<file path="src/rtl/dbsm_regs.vh">
// register offsets, field positions, reset values and timing counts of the
// buffer storage manager; definitions only, included by the top module
`ifndef DBSM_REGS_VH
`define DBSM_REGS_VH
// ============================================================
// register offsets
`define DBSM_HOST_DATA_LO 8'h50
`define DBSM_HOST_DATA_HI 8'h51
`define DBSM_HOST_CTRL 8'h52
`define DBSM_DMA_CTRL 8'h53
`define DBSM_BUF_SIZE 8'h54
`define DBSM_ADDR_MODE 8'h55
`define DBSM_RESET_CTRL 8'h59
`define DBSM_RAP_LO 8'h5A
`define DBSM_RAP_HI 8'h5B
`define DBSM_WAP_LO 8'h5C
`define DBSM_WAP_HI 8'h5D
`define DBSM_STOP_LO 8'h5E
`define DBSM_STOP_HI 8'h5F
`define DBSM_BUF_ACCESS 8'h70
// ============================================================
// field positions
`define DBSM_HC_ARB 0
`define DBSM_HC_EI 1
`define DBSM_HC_BIE 2
`define DBSM_HC_BOE 3
`define DBSM_HC_ET 4
`define DBSM_HC_BSYIN 5
`define DBSM_HC_SEL 6
`define DBSM_HC_BSY 7
`define DBSM_DC_WLATCH 1
`define DBSM_DC_RLATCH 2
`define DBSM_DC_DIR 4
`define DBSM_DC_DONE 5
`define DBSM_AM_EXT 0
`define DBSM_RC_ALL 0
// ============================================================
// reset values and size codes (size = 256 bytes shifted by code)
`define DBSM_RST_BYTE 8'h00
`define DBSM_RST_PTR 16'h0000
`define DBSM_MIN_TOP_CODE 4'h2
`define DBSM_EXT_TOP_CODE 4'h6
`define DBSM_MAX_CODE 4'h8
// ============================================================
// timing counts in primary clock cycles
`define DBSM_FREE_CYCLES 3'h3
`define DBSM_ARB_CYCLES 3'h4
`endif

</file>
<file path="src/rtl/dbsm_top.v">
// buffer storage manager: cpu register decode, buffer ram address and
// strobes, disk/host port priority, host req/ack dma, bus-free arbitration
// assumes all inputs but NRST synchronous to CLOCK and a static ram on the outputs
//
// Function
// decode register offsets 50h-5Fh and 70h into register strobes
// offsets 50h, 51h, 70h hold nothing, only route host bus or ram
// drive memory select and write strobe for every ram access
// disk port wins when disk and host request the ram together
// buffer sizes 256 bytes to 64K, sixteen address bits
// fourteen address outputs, four double as latch strobes or enables
// arbitration request stays pending while the scsi bus is busy
// bus free after three idle cycles, arbitrate four cycles later
// cpu reads id byte and runs selection itself
// req/ack host transfer halts at the stop pointer
// minimum mode drives address bits 0 to 9 directly
// extended minimum mode drives address bits 0 to 13 directly
// maximum mode drives low byte, high byte from external latches
// extended bit of address mode picks minimum or extended minimum
// maximum mode chosen when buffer size exceeds direct reach
// minimum mode with ten address bits after reset
// strobe high byte cycle after change, or after an intervening disk cycle
// pointers change by cpu write or auto increment per transfer
// cpu should not rewrite high pointers during disk transfers
// latches refresh whenever a pointer crosses 256 bytes
// separate host and device latch output enables in maximum mode
// disk requests at most once per two clock cycles
// memory select should drive the ram output enable
// disk request sampled, byte moved on the next cycle
// direction bit selects write or read pointer for disk and host
// host read raises req and drive enable, drops both on ack
// stop pointer matched against masked pointer sets dma done
// address outputs unused in the mode stay at fixed levels
// host ram cycle waits while a disk cycle holds the ram
`timescale 1ns/100ps
`include "dbsm_regs.vh"
`default_nettype none
module dbsm_top (
  input wire CLOCK,
  input wire NRST,
  input wire CS,
  input wire ALE,
  input wire RD_N,
  input wire WR_N,
  input wire [7:0] AD_IN,
  output reg [7:0] AD_OUT,
  output reg AD_OE,
  input wire DISK_XFER_REQUEST_N,
  output reg [13:0] BUF_ADDR,
  output reg BUFFER_MEM_SELECT_N,
  output reg BUF_WRITE_N,
  output reg HOST_REQ,
  input wire HOST_ACK,
  output reg HOST_DRIVE_ENABLE_N,
  output reg HOST_RECEIVE_ENABLE_N,
  output reg DATA_LATCH_STROBE,
  input wire BUSY_IN,
  input wire SEL_IN,
  output reg BUSY_OUT,
  output reg SEL_OUT,
  output reg TARGET_EN_N,
  output reg INITIATOR_EN_N
);
  // ============================================================
  // reset release
  reg rst_meta, rst_n;
  always @(posedge CLOCK or negedge NRST) begin
    if (!NRST) begin
      rst_meta <= 1'b0;
      rst_n <= 1'b0;
    end else begin
      rst_meta <= 1'b1;
      rst_n <= rst_meta;
    end
  end
  // ============================================================
  // helpers
  function hit;
    input [7:0] a;
    input [7:0] off;
    begin
      hit = (a == off);
    end
  endfunction
  function [15:0] step;
    input [15:0] p;
    input [15:0] m;
    reg [15:0] q;
    begin
      q = p + 16'h0001;
      step = (p & ~m) | (q & m); // circular inside the buffer
    end
  endfunction
  // ============================================================
  // cpu interface
  reg [7:0] addr, hctrl, dctrl, bsize, amode;
  reg [15:0] buffer_read_pointer, buffer_write_pointer, sp;
  reg wr_q, rd_q, arb_req, ok_arb, cpu_pend, cpu_wr;
  reg [2:0] free_cnt, arb_cnt;
  wire wr_go = CS & ~WR_N & wr_q;
  wire rd_go = CS & ~RD_N & rd_q;
  wire dir = dctrl[`DBSM_DC_DIR];
  wire arbitrating = (arb_cnt == `DBSM_ARB_CYCLES);
  wire [3:0] code = (bsize[3:0] > `DBSM_MAX_CODE) ? `DBSM_MAX_CODE
    : bsize[3:0];
  wire [15:0] mask = ~(16'hFFFF << ({1'b0, code} + 5'h08));
  wire ext = amode[`DBSM_AM_EXT];
  wire max_mode = ext ? (code > `DBSM_EXT_TOP_CODE)
    : (code > `DBSM_MIN_TOP_CODE);
  wire all_rst = wr_go & hit(addr, `DBSM_RESET_CTRL)
    & AD_IN[`DBSM_RC_ALL];
  wire ptr_rst = wr_go & hit(addr, `DBSM_RESET_CTRL);
  reg [7:0] next_rdata;
  always @* begin
    case (addr)
      `DBSM_HOST_CTRL: next_rdata = {hctrl[7:6], BUSY_IN, hctrl[4:1],
        arbitrating & ~SEL_IN};
      `DBSM_DMA_CTRL: next_rdata = dctrl;
      `DBSM_BUF_SIZE: next_rdata = bsize;
      `DBSM_ADDR_MODE: next_rdata = amode;
      `DBSM_RAP_LO: next_rdata = buffer_read_pointer[7:0];
      `DBSM_RAP_HI: next_rdata = buffer_read_pointer[15:8];
      `DBSM_WAP_LO: next_rdata = buffer_write_pointer[7:0];
      `DBSM_WAP_HI: next_rdata = buffer_write_pointer[15:8];
      `DBSM_STOP_LO: next_rdata = sp[7:0];
      `DBSM_STOP_HI: next_rdata = sp[15:8];
      default: next_rdata = `DBSM_RST_BYTE;
    endcase
  end
  // ============================================================
  // ram slot arbitration
  localparam H_IDLE = 2'h0;
  localparam H_RAM = 2'h1;
  localparam H_REQ = 2'h2;
  localparam H_REL = 2'h3;
  reg [1:0] hstate;
  reg disk_pend, rap_hi_pend, wap_hi_pend;
  wire disk_cyc = disk_pend;
  wire strobe_cyc = max_mode & (rap_hi_pend | wap_hi_pend) & ~disk_cyc;
  // strobes take the slot before host and cpu, so the latch is fresh first
  wire host_ram = (hstate == H_RAM) & ~disk_cyc & ~strobe_cyc;
  wire cpu_ram = cpu_pend & ~disk_cyc & ~strobe_cyc & ~(hstate == H_RAM);
  wire dma_go = (dir ? dctrl[`DBSM_DC_RLATCH] : dctrl[`DBSM_DC_WLATCH])
    & ~dctrl[`DBSM_DC_DONE];
  wire [15:0] host_ptr = dir ? buffer_read_pointer : buffer_write_pointer;
  wire match = ((sp & mask) == (host_ptr & mask));
  wire ack_take = (hstate == H_REQ) & HOST_ACK;
  wire rap_inc = (disk_cyc & ~dir) | (ack_take & dir);
  wire wap_inc = (disk_cyc & dir) | (host_ram & ~dir);
  wire [15:0] rap_nx = step(buffer_read_pointer, mask);
  wire [15:0] wap_nx = step(buffer_write_pointer, mask);
  // ============================================================
  // registers
  always @(posedge CLOCK or negedge rst_n) begin
    if (!rst_n) begin
      addr <= `DBSM_RST_BYTE;
      hctrl <= `DBSM_RST_BYTE;
      dctrl <= `DBSM_RST_BYTE;
      bsize <= `DBSM_RST_BYTE;
      amode <= `DBSM_RST_BYTE;
      buffer_read_pointer <= `DBSM_RST_PTR;
      buffer_write_pointer <= `DBSM_RST_PTR;
      sp <= `DBSM_RST_PTR;
      wr_q <= 1'b0;
      rd_q <= 1'b0;
      cpu_pend <= 1'b0;
      cpu_wr <= 1'b0;
      rap_hi_pend <= 1'b0;
      wap_hi_pend <= 1'b0;
    end else begin
      wr_q <= WR_N;
      rd_q <= RD_N;
      if (ALE) begin
        addr <= AD_IN;
      end
      if (all_rst) begin
        hctrl <= `DBSM_RST_BYTE;
        dctrl <= `DBSM_RST_BYTE;
        bsize <= `DBSM_RST_BYTE;
        amode <= `DBSM_RST_BYTE;
      end else if (wr_go) begin
        if (hit(addr, `DBSM_HOST_CTRL)) hctrl <= AD_IN;
        if (hit(addr, `DBSM_DMA_CTRL)) dctrl <= AD_IN;
        if (hit(addr, `DBSM_BUF_SIZE)) bsize <= AD_IN;
        if (hit(addr, `DBSM_ADDR_MODE)) amode <= AD_IN;
      end
      // done: a new stop pointer restarts; a match sets and wins
      if (!all_rst && wr_go && (hit(addr, `DBSM_STOP_LO)
          || hit(addr, `DBSM_STOP_HI))) begin
        dctrl[`DBSM_DC_DONE] <= 1'b0;
      end
      if (hstate == H_IDLE && match && !all_rst
          && (dir ? dctrl[`DBSM_DC_RLATCH] : dctrl[`DBSM_DC_WLATCH])) begin
        dctrl[`DBSM_DC_DONE] <= 1'b1;
      end
      if (ptr_rst) begin
        buffer_read_pointer <= `DBSM_RST_PTR;
        buffer_write_pointer <= `DBSM_RST_PTR;
        sp <= `DBSM_RST_PTR;
      end else begin
        if (wr_go && hit(addr, `DBSM_RAP_LO)) buffer_read_pointer[7:0] <= AD_IN;
        else if (wr_go && hit(addr, `DBSM_RAP_HI)) buffer_read_pointer[15:8] <= AD_IN;
        else if (rap_inc) buffer_read_pointer <= rap_nx;
        if (wr_go && hit(addr, `DBSM_WAP_LO)) buffer_write_pointer[7:0] <= AD_IN;
        else if (wr_go && hit(addr, `DBSM_WAP_HI)) buffer_write_pointer[15:8] <= AD_IN;
        else if (wap_inc) buffer_write_pointer <= wap_nx;
        if (wr_go && hit(addr, `DBSM_STOP_LO)) sp[7:0] <= AD_IN;
        if (wr_go && hit(addr, `DBSM_STOP_HI)) sp[15:8] <= AD_IN;
      end
      // high byte change arms a latch strobe; rap has the slot first
      if ((wr_go && hit(addr, `DBSM_RAP_HI))
          || (rap_inc && rap_nx[15:8] != buffer_read_pointer[15:8])) begin
        rap_hi_pend <= 1'b1;
      end else if (strobe_cyc || !max_mode) begin
        rap_hi_pend <= 1'b0;
      end
      if ((wr_go && hit(addr, `DBSM_WAP_HI))
          || (wap_inc && wap_nx[15:8] != buffer_write_pointer[15:8])) begin
        wap_hi_pend <= 1'b1;
      end else if ((strobe_cyc && !rap_hi_pend) || !max_mode) begin
        wap_hi_pend <= 1'b0;
      end
      if ((wr_go || rd_go) && hit(addr, `DBSM_BUF_ACCESS)) begin
        cpu_pend <= 1'b1;
        cpu_wr <= wr_go;
      end else if (cpu_ram) begin
        cpu_pend <= 1'b0;
      end
    end
  end
  // ============================================================
  // host dma handshake
  always @(posedge CLOCK or negedge rst_n) begin
    if (!rst_n) begin
      hstate <= H_IDLE;
      disk_pend <= 1'b0;
    end else begin
      disk_pend <= ~DISK_XFER_REQUEST_N;
      case (hstate)
        H_IDLE: if (dma_go && !match) hstate <= dir ? H_RAM : H_REQ;
        H_RAM: if (host_ram) hstate <= dir ? H_REQ : H_REL;
        H_REQ: if (HOST_ACK) hstate <= dir ? H_REL : H_RAM;
        H_REL: if (!HOST_ACK) hstate <= H_IDLE;
        default: hstate <= H_IDLE;
      endcase
    end
  end
  // ============================================================
  // bus free detection and arbitration
  always @(posedge CLOCK or negedge rst_n) begin
    if (!rst_n) begin
      free_cnt <= 3'h0;
      arb_cnt <= 3'h0;
      arb_req <= 1'b0;
      ok_arb <= 1'b0;
    end else begin
      if (BUSY_IN || SEL_IN) free_cnt <= 3'h0;
      else if (free_cnt != `DBSM_FREE_CYCLES) free_cnt <= free_cnt + 3'h1;
      // request stays stacked until cpu takes the bus or resets
      if (all_rst || (wr_go && hit(addr, `DBSM_HOST_CTRL)
          && AD_IN[`DBSM_HC_BSY])) begin
        arb_req <= 1'b0;
      end else if (wr_go && hit(addr, `DBSM_HOST_CTRL)
          && AD_IN[`DBSM_HC_ARB]) begin
        arb_req <= 1'b1;
      end
      if (SEL_IN || !arb_req) begin
        ok_arb <= 1'b0;
        arb_cnt <= 3'h0;
      end else if (free_cnt == `DBSM_FREE_CYCLES) begin
        ok_arb <= 1'b1;
      end
      if (ok_arb && !SEL_IN && arb_req && !arbitrating) begin
        arb_cnt <= arb_cnt + 3'h1;
      end
    end
  end
  // ============================================================
  // registered outputs
  reg [15:0] acc_ptr;
  reg acc_host;
  always @* begin
    acc_host = host_ram | cpu_ram;
    if (disk_cyc) acc_ptr = dir ? buffer_write_pointer : buffer_read_pointer;
    else if (host_ram) acc_ptr = host_ptr;
    else acc_ptr = dir ? buffer_write_pointer : buffer_read_pointer;
  end
  always @(posedge CLOCK or negedge rst_n) begin
    if (!rst_n) begin
      AD_OUT <= `DBSM_RST_BYTE;
      AD_OE <= 1'b0;
      BUF_ADDR <= 14'h3000;
      BUFFER_MEM_SELECT_N <= 1'b1;
      BUF_WRITE_N <= 1'b1;
      HOST_REQ <= 1'b0;
      HOST_DRIVE_ENABLE_N <= 1'b1;
      HOST_RECEIVE_ENABLE_N <= 1'b1;
      DATA_LATCH_STROBE <= 1'b0;
      BUSY_OUT <= 1'b0;
      SEL_OUT <= 1'b0;
      TARGET_EN_N <= 1'b1;
      INITIATOR_EN_N <= 1'b1;
    end else begin
      AD_OUT <= next_rdata;
      AD_OE <= CS & ~RD_N;
      BUFFER_MEM_SELECT_N <= ~(disk_cyc | host_ram | cpu_ram);
      BUF_WRITE_N <= ~((disk_cyc & dir) | (host_ram & ~dir)
        | (cpu_ram & cpu_wr));
      if (max_mode) begin
        // low byte muxed; strobe cycles put the high byte out instead
        BUF_ADDR[7:0] <= strobe_cyc ? (rap_hi_pend ? buffer_read_pointer[15:8] : buffer_write_pointer[15:8])
          : acc_ptr[7:0];
        BUF_ADDR[8] <= strobe_cyc & (rap_hi_pend ? dir : ~dir);
        BUF_ADDR[9] <= strobe_cyc & (rap_hi_pend ? ~dir : dir);
        BUF_ADDR[11:10] <= acc_ptr[11:10];
        BUF_ADDR[12] <= ~acc_host | strobe_cyc | disk_cyc;
        BUF_ADDR[13] <= ~disk_cyc;
      end else if (ext) begin
        BUF_ADDR <= acc_ptr[13:0];
      end else begin
        BUF_ADDR <= {2'b11, 2'b00, acc_ptr[9:0]};
      end
      HOST_REQ <= (hstate == H_REQ) & ~HOST_ACK;
      HOST_DRIVE_ENABLE_N <= ~(hctrl[`DBSM_HC_BOE] | (arbitrating & ~SEL_IN)
        | (dir & hstate == H_REQ & ~HOST_ACK));
      HOST_RECEIVE_ENABLE_N <= ~(hctrl[`DBSM_HC_BIE]
        | (~dir & (hstate == H_REQ | hstate == H_RAM)));
      DATA_LATCH_STROBE <= (host_ram & dir) | (wr_go
        & (hit(addr, `DBSM_HOST_DATA_LO) | hit(addr, `DBSM_HOST_DATA_HI)));
      BUSY_OUT <= hctrl[`DBSM_HC_BSY] | (arbitrating & ~SEL_IN);
      SEL_OUT <= hctrl[`DBSM_HC_SEL];
      TARGET_EN_N <= ~hctrl[`DBSM_HC_ET];
      INITIATOR_EN_N <= ~hctrl[`DBSM_HC_EI];
    end
  end
endmodule // dbsm_top
`default_nettype wire

</file>
<file path="config.mk">
export PLATFORM = sky130hd
export DESIGN_NAME = dbsm_top
export DESIGN_NICKNAME = d
export VERILOG_FILES = /design/src/rtl/dbsm_top.v
export VERILOG_INCLUDE_DIRS = /design/src /design/src/rtl
export SDC_FILE = /design/constraint.sdc
export NUM_CORES = 1
export LEC_CHECK = 0
export BUFFER_PORTS_ARGS = -buffer_cell sky130_fd_sc_hd__buf_2
export CORE_ASPECT_RATIO = 1.2
export CORE_MARGIN = 3
export CORE_UTILIZATION = 56
export DETAILED_ROUTE_END_ITERATION = 8
export PLACE_DENSITY = 0.85
export SETUP_SLACK_MARGIN = 0.4
export SYNTH_ARGS = -nofsm -noshare
export SYNTH_HDL_FRONTEND = slang
export SYNTH_SLANG_ARGS = --single-unit
</file>
<file path="constraint.sdc">
create_clock -name CLOCK -period 4.3 [get_ports CLOCK]
set_input_delay 0.86 -clock CLOCK [delete_from_list [all_inputs] [get_ports CLOCK]]
set_output_delay 0.86 -clock CLOCK [all_outputs]
set_load 0.05 [all_outputs]
</file>
# Word level (Yosys, flattened, before mapping)

Index checks and enable logic that the tools add are counted.

Bits in registers: 140

$add $sub $neg: 5
Order comparisons: 3
Equality and inequality tests: 31
Shift-type cells: 1
Mux-type cells: 65
Bitwise operators: 72
Reductions and logical operators: 69

Operators by type and width:

| cell                                                 | number |
|---|---|
| 2-to-1 mux 8 bit                                     | 24 |
| equality test 8 x 7 -> 1 bit (second input constant) | 14 |
| AND 16 bit                                           | 6 |
| 2-to-1 mux 16 bit                                    | 6 |
| case mux 8 bit (10 select lines)                     | 1 |
| 2-to-1 mux 14 bit                                    | 5 |
| adder 16 x 1 -> 16 bit (second input constant)       | 2 |
| NOT 16 bit                                           | 2 |
| OR 16 bit                                            | 2 |
| AND 1 bit                                            | 29 |
| nonzero test 2 bit                                   | 14 |
| logical AND 1 bit                                    | 22 |
| AND reduction 2 bit                                  | 9 |
| 2-to-1 mux 1 bit                                     | 17 |
| NOT 1 bit                                            | 17 |
| equality test 16 bit                                 | 1 |
| != test 8 bit                                        | 2 |
| OR 1 bit                                             | 16 |
| left shift 16 x 5 -> 16 bit (first input constant)   | 1 |
| 2-to-1 mux 2 bit                                     | 6 |
| 2-to-1 mux 3 bit                                     | 4 |
| nonzero test 3 bit                                   | 4 |
| != test 2 bit (second input constant)                | 5 |
| logical OR 1 bit                                     | 9 |
| 18 further kinds                                     | 28 |

# Depth between registers and ports, before layout

Word-level depth: 14
Mapped depth: 9
Depth with buffers taken out: 8

# Worst setup path before layout

Ideal clock, no wire load.

Kind: input port to flip-flop
From: in WR_N
To: reg buffer_write_pointer[3]
Library setup time: 0.120 ns
Data arrival time: 2.262 ns
Data required time: 4.180 ns
Slack: 1.918 ns
Stages on the path: 6
Cell sequence: nand3b_2 nor4_4 a211o_2 nor2_1 or3_1 and3_1

Cells in the longest elaborated chain, start to end: 6
Elaborated cells between the ends (all ways): 11
Classes of those cells: eq/ne: 1; mux: 2; bitwise: 4; reduce/logical: 4

Ends and longest elaborated chain:

| item                                                                             | line           | source |
|---|---|---|
| from (decl)                                                                      | dbsm_top.v:44  | `input wire WR_N,` |
| NOT 1 bit *                                                                      | dbsm_top.v:100 | `wire wr_go = CS & ~WR_N & wr_q;` |
| AND 1 bit * (2 in a row)                                                         | dbsm_top.v:100 |  |
| AND 1 bit, or another cell as far along                                          | dbsm_top.v:112 | `` wire ptr_rst = wr_go & hit(addr, `DBSM_RESET_CTRL); `` |
| != test 3 bit (no source line), or another cell as far along                     | n/a            |  |
| AND reduction 2 bit (no source line) / 2-to-1 mux 16 bit (equally long branches) | n/a            |  |
| to (signal assigned)                                                             | dbsm_top.v:162 | `` buffer_write_pointer <= `DBSM_RST_PTR; `` |
| to (signal assigned)                                                             | dbsm_top.v:198 | `` buffer_write_pointer <= `DBSM_RST_PTR; `` |
| to (signal assigned)                                                             | dbsm_top.v:206 | `else if (wap_inc) buffer_write_pointer <= wap_nx;` |
| to (decl)                                                                        | dbsm_top.v:97  | `reg [15:0] buffer_read_pointer, buffer_write_pointer, sp;` |

Every way passes the cells marked *; elsewhere a longest branch is shown, timed or not.
A chain may end at the register's enable or synchronous reset.

# Worst setup path in the final report

From: reg addr[0]
To: reg buffer_read_pointer[2]

Cells in the longest elaborated chain, start to end: 4
Elaborated cells between the ends (all ways): 11
Classes of those cells: eq/ne: 4; mux: 2; bitwise: 1; reduce/logical: 4

Ends and longest elaborated chain:

| item                                                                             | line           | source |
|---|---|---|
| from (decl)                                                                      | dbsm_top.v:96  | `reg [7:0] addr, hctrl, dctrl, bsize, amode;` |
| from (signal assigned)                                                           | dbsm_top.v:156 | `` addr <= `DBSM_RST_BYTE; `` |
| equality test 8 x 7 -> 1 bit                                                     | dbsm_top.v:82  | `hit = (a == off);` |
| AND 1 bit, or another cell as far along                                          | dbsm_top.v:112 |  |
| != test 3 bit (no source line), or another cell as far along                     | n/a            |  |
| AND reduction 2 bit (no source line) / 2-to-1 mux 16 bit (equally long branches) | n/a            |  |
| to (signal assigned)                                                             | dbsm_top.v:161 | `` buffer_read_pointer <= `DBSM_RST_PTR; `` |
| to (signal assigned)                                                             | dbsm_top.v:197 | `` buffer_read_pointer <= `DBSM_RST_PTR; `` |
| to (signal assigned)                                                             | dbsm_top.v:203 | `else if (rap_inc) buffer_read_pointer <= rap_nx;` |
| to (decl)                                                                        | dbsm_top.v:97  |  |

Parallel ways exist; a longest one is shown, timed or not.

==> results.tsv <==
stage	metric	value	unit
status	status	finished, final reports clean	
timing	fmax	330.6	MHz
floorplan	die_y	138.2	um
synth	ys.flop_type	dfrtp_1	
routing	drt-initial-drc-count	1177	
routing	drt-total-wl	25870	um
power	cellPowerDensity	469.5	mW/mm^2
timing	rsz0062_at_grt	no	
setup_path	rr_worst_depth	6	
setup_path	crit_path_start	addr[0]$_DFFE_PN0P_	
global_route	grt_start_max_net_pins	72	
setup_path	cp.required	4.63	ns
synth	ys.warnings.count	0	
global_route	grt-ovfl-total	0	
synth	ys_ff_latch	138	
job	drv_cap	0	
routing	drc	0	
routing	wire_per_inst	23.50	um
routing	ant_nets	0	
synth	syn-cell-area	0.008162	mm^2
timing	whs	0.1939	ns
synth	synth_area_leaders	dfrtp_1 40%, nand2_1 5.4%, o21ai_0 4.6%, mux2i_1 4.4%, a21oi_1 3.4%	
cts	clk_pin_slew	0.07	ns
timing	fin_tns_setup	0	ns
power	vdd_ir_drop_max	0.0002881	V
finish	num_antenna_cells	0	
power	leakagePower	3.858	nW
placement	place_hpwl	17970	um
timing	tightest_slew	1.110	ns
setup_path	crit_path_end_kind	register	
cts	ctsHoldBuffers	0	
cts	cts.path.max_buffers	2	
cts	cts_resized	0	
cts	cts.sinks	138	
synth	synth-seq-area-share	42.43	%
synth	syn_inst	903	
setup_path	arrival	3.36	ns
cts	cts_tree	done	
cts	cts-root-buf	clkbuf_16	
cts	cts_max_level	4	
floorplan	fp-row-count	47	
timing	period_minus_slack	3.025	ns
floorplan	io-pin-count	51	
cts	cts_buffers	17	
finish	syn_to_final_growth	10.76	%
cts	clk_latency	0.44	ns
routing	via_per_inst	6.875	
setup_path	critical_path_class	register to register	
synth	yosys.area.top_type	dfrtp_1	
timing	fin_skew	0.009704	ns
global_route	grt_first_pass_wirelength	39710	um
global_route	track_usage	32.63	%
setup_path	start_kind	register	
routing	vias	7569	
power	power.total	0.004245	W
finish	multi_input_area	0.004317	mm^2
timing	relSlewSlack	25.21	%
timing	finalHoldViolCount	0	
global_route	grt_pass1_vias	6955	
finish	layout-drive-gt1-share	16.13	%
placement	gp_congestion	1.060	
floorplan	initial_utilization	58.07	%
setup_path	critPathMaxFanout	16	
synth	synth_edf_count	0	
floorplan	dieArea	0.01606	mm^2
timing	final-setup-viol-count	0	
timing	fin_crit_sh	70.34	%
synth	synth.net_count	932	
setup_path	timing.rr.start	addr[0]$_DFFE_PN0P_	
synth	synth.distinct_cells	83	
hold_path	hold_class	primary input to asynchronous set/reset pin	
synth	yosysTopAreaCellShare	39.86	%
floorplan	core_region_area	0.01405	mm^2
global_route	antenna_found_initial	0	
synth	async_reset_ff_share	100.0	%
floorplan	dieWidth	116.2	um
finish	nFillCells	1122	
finish	ff_latch_area	0.003468	mm^2
cts	cts_setup_buffers	0	
routing	drtPass1Iterations	6	
timing	slew_viol_final	0	
synth	syn_area_per_cell	9.038	um^2
finish	fin_nets	946	
placement	numPortBuffers	50	
finish	postLayoutCoreUtil	64.32	%
stage by stage:
step	instance area [um^2]	worst slack, ns	instances
after floorplan	8163	1.918	903
after global placement	8438	1.470	1069
after detailed placement	8438	1.343	1069
after CTS	9040	1.368	1101
after global routing	9040	1.086	1101
final	9040	1.275	1101
Yosys cell counts, types with 11 or more instances:
master and number:
nor2b_1 14, clkbuf_1 30, nor2_1 56, xnor2_1 17, nand2_1 117, buf_2 29
nand4_1 14, a221oi_1 13, a21oi_1 55, nor3_1 25, a211oi_1 13, mux2_2 17
ha_1 11, o21ai_0 75, mux2i_1 36, dfrtp_1 130, nand3_1 30, inv_1 29
kinds of logic (layout without fill, tap and decap cells):
kind of cell               after synthesis  after routing  synth area share, %
other                                    1              1              0.04595
and+or+nand+nor                        334            334                20.79
buffers and inverters                   93            120                4.783
xor gates and xnor gates                23             23                2.468
muxes                                   59             59                8.416
DFF                                    138            138                42.43
AOI/OAI and AO/OA                      243            243                19.24
adders and majority gates               12             12                1.824
critical path, stage by stage, from the launching register on:
cell and delay, ns:
dfrtp_1 0.80, buf_4 0.35, nor2_1 0.14, nor4_1 0.44, o21ai_0 0.47, nand2b_1 0.41, o21ai_0 0.30
registers in the layout, summed over array words and instances, names as in the netlist, 2 cells and up:
| register | cells |
|---|---|
| AD_OUT | 8 |
| BUF_ADDR | 14 |
| addr | 8 |
| amode | 8 |
| arb_cnt | 3 |
| bsize | 8 |
| buffer_read_pointer | 16 |
| buffer_write_pointer | 16 |
| dctrl | 8 |
| free_cnt | 3 |
| hctrl | 6 |
| hstate | 2 |
| sp | 16 |
layer usage:
layer  vias up  routed length [um]  track usage, %
li1       3314                   -               -
met1      3564                9818           44.22
met2       557               11540           47.50
met3       134                3014           8.523
met4         0                1492           17.78
met5         -                   0               0
final timing paths:
path	endpoint	slack, ns
worst max-delay path	buffer_read_pointer[2]$_DFFE_PN0P_	1.28
worst min-delay path	rst_n$_DFF_PN0_	0.19
worst max register to register	buffer_read_pointer[2]$_DFFE_PN0P_	1.28
worst min register to register	rst_n$_DFF_PN0_	0.37
max in group asynchronous	buffer_write_pointer[0]$_DFFE_PN0P_	3.00
min in group CLOCK	rst_n$_DFF_PN0_	0.37
cell type report:
class | count | share of cell area, %
multi-input cells | 672 | 47.75
flip-flops and latches | 138 | 38.37
clock buffers | 23 | 5.398
repair buffers | 59 | 3.654
well taps | 171 | 2.367
clock inverters | 9 | 1.260
inverters | 29 | 1.204
layout by cell type (no fill, tap or decap), types with 17 or more instances in the layout:
cell	netlist	layout
dfrtp_1	130	128
nand2_1	117	117
o21ai_0	75	75
nor2_1	56	56
a21oi_1	55	55
buf_2	29	50
mux2i_1	36	36
nand3_1	30	30
inv_1	29	29
nor3_1	25	25
mux2_2	17	17
xnor2_1	17	17
clkbuf_16	0	17
power by group:
group | switching (W) | internal (W) | total, W
registers | 0.000238 | 0.00145 | 0.00168
clock network | 0.000587 | 0.000917 | 0.00150
logic | 0.000675 | 0.000382 | 0.00106
(Power assumes the default switching activity.)
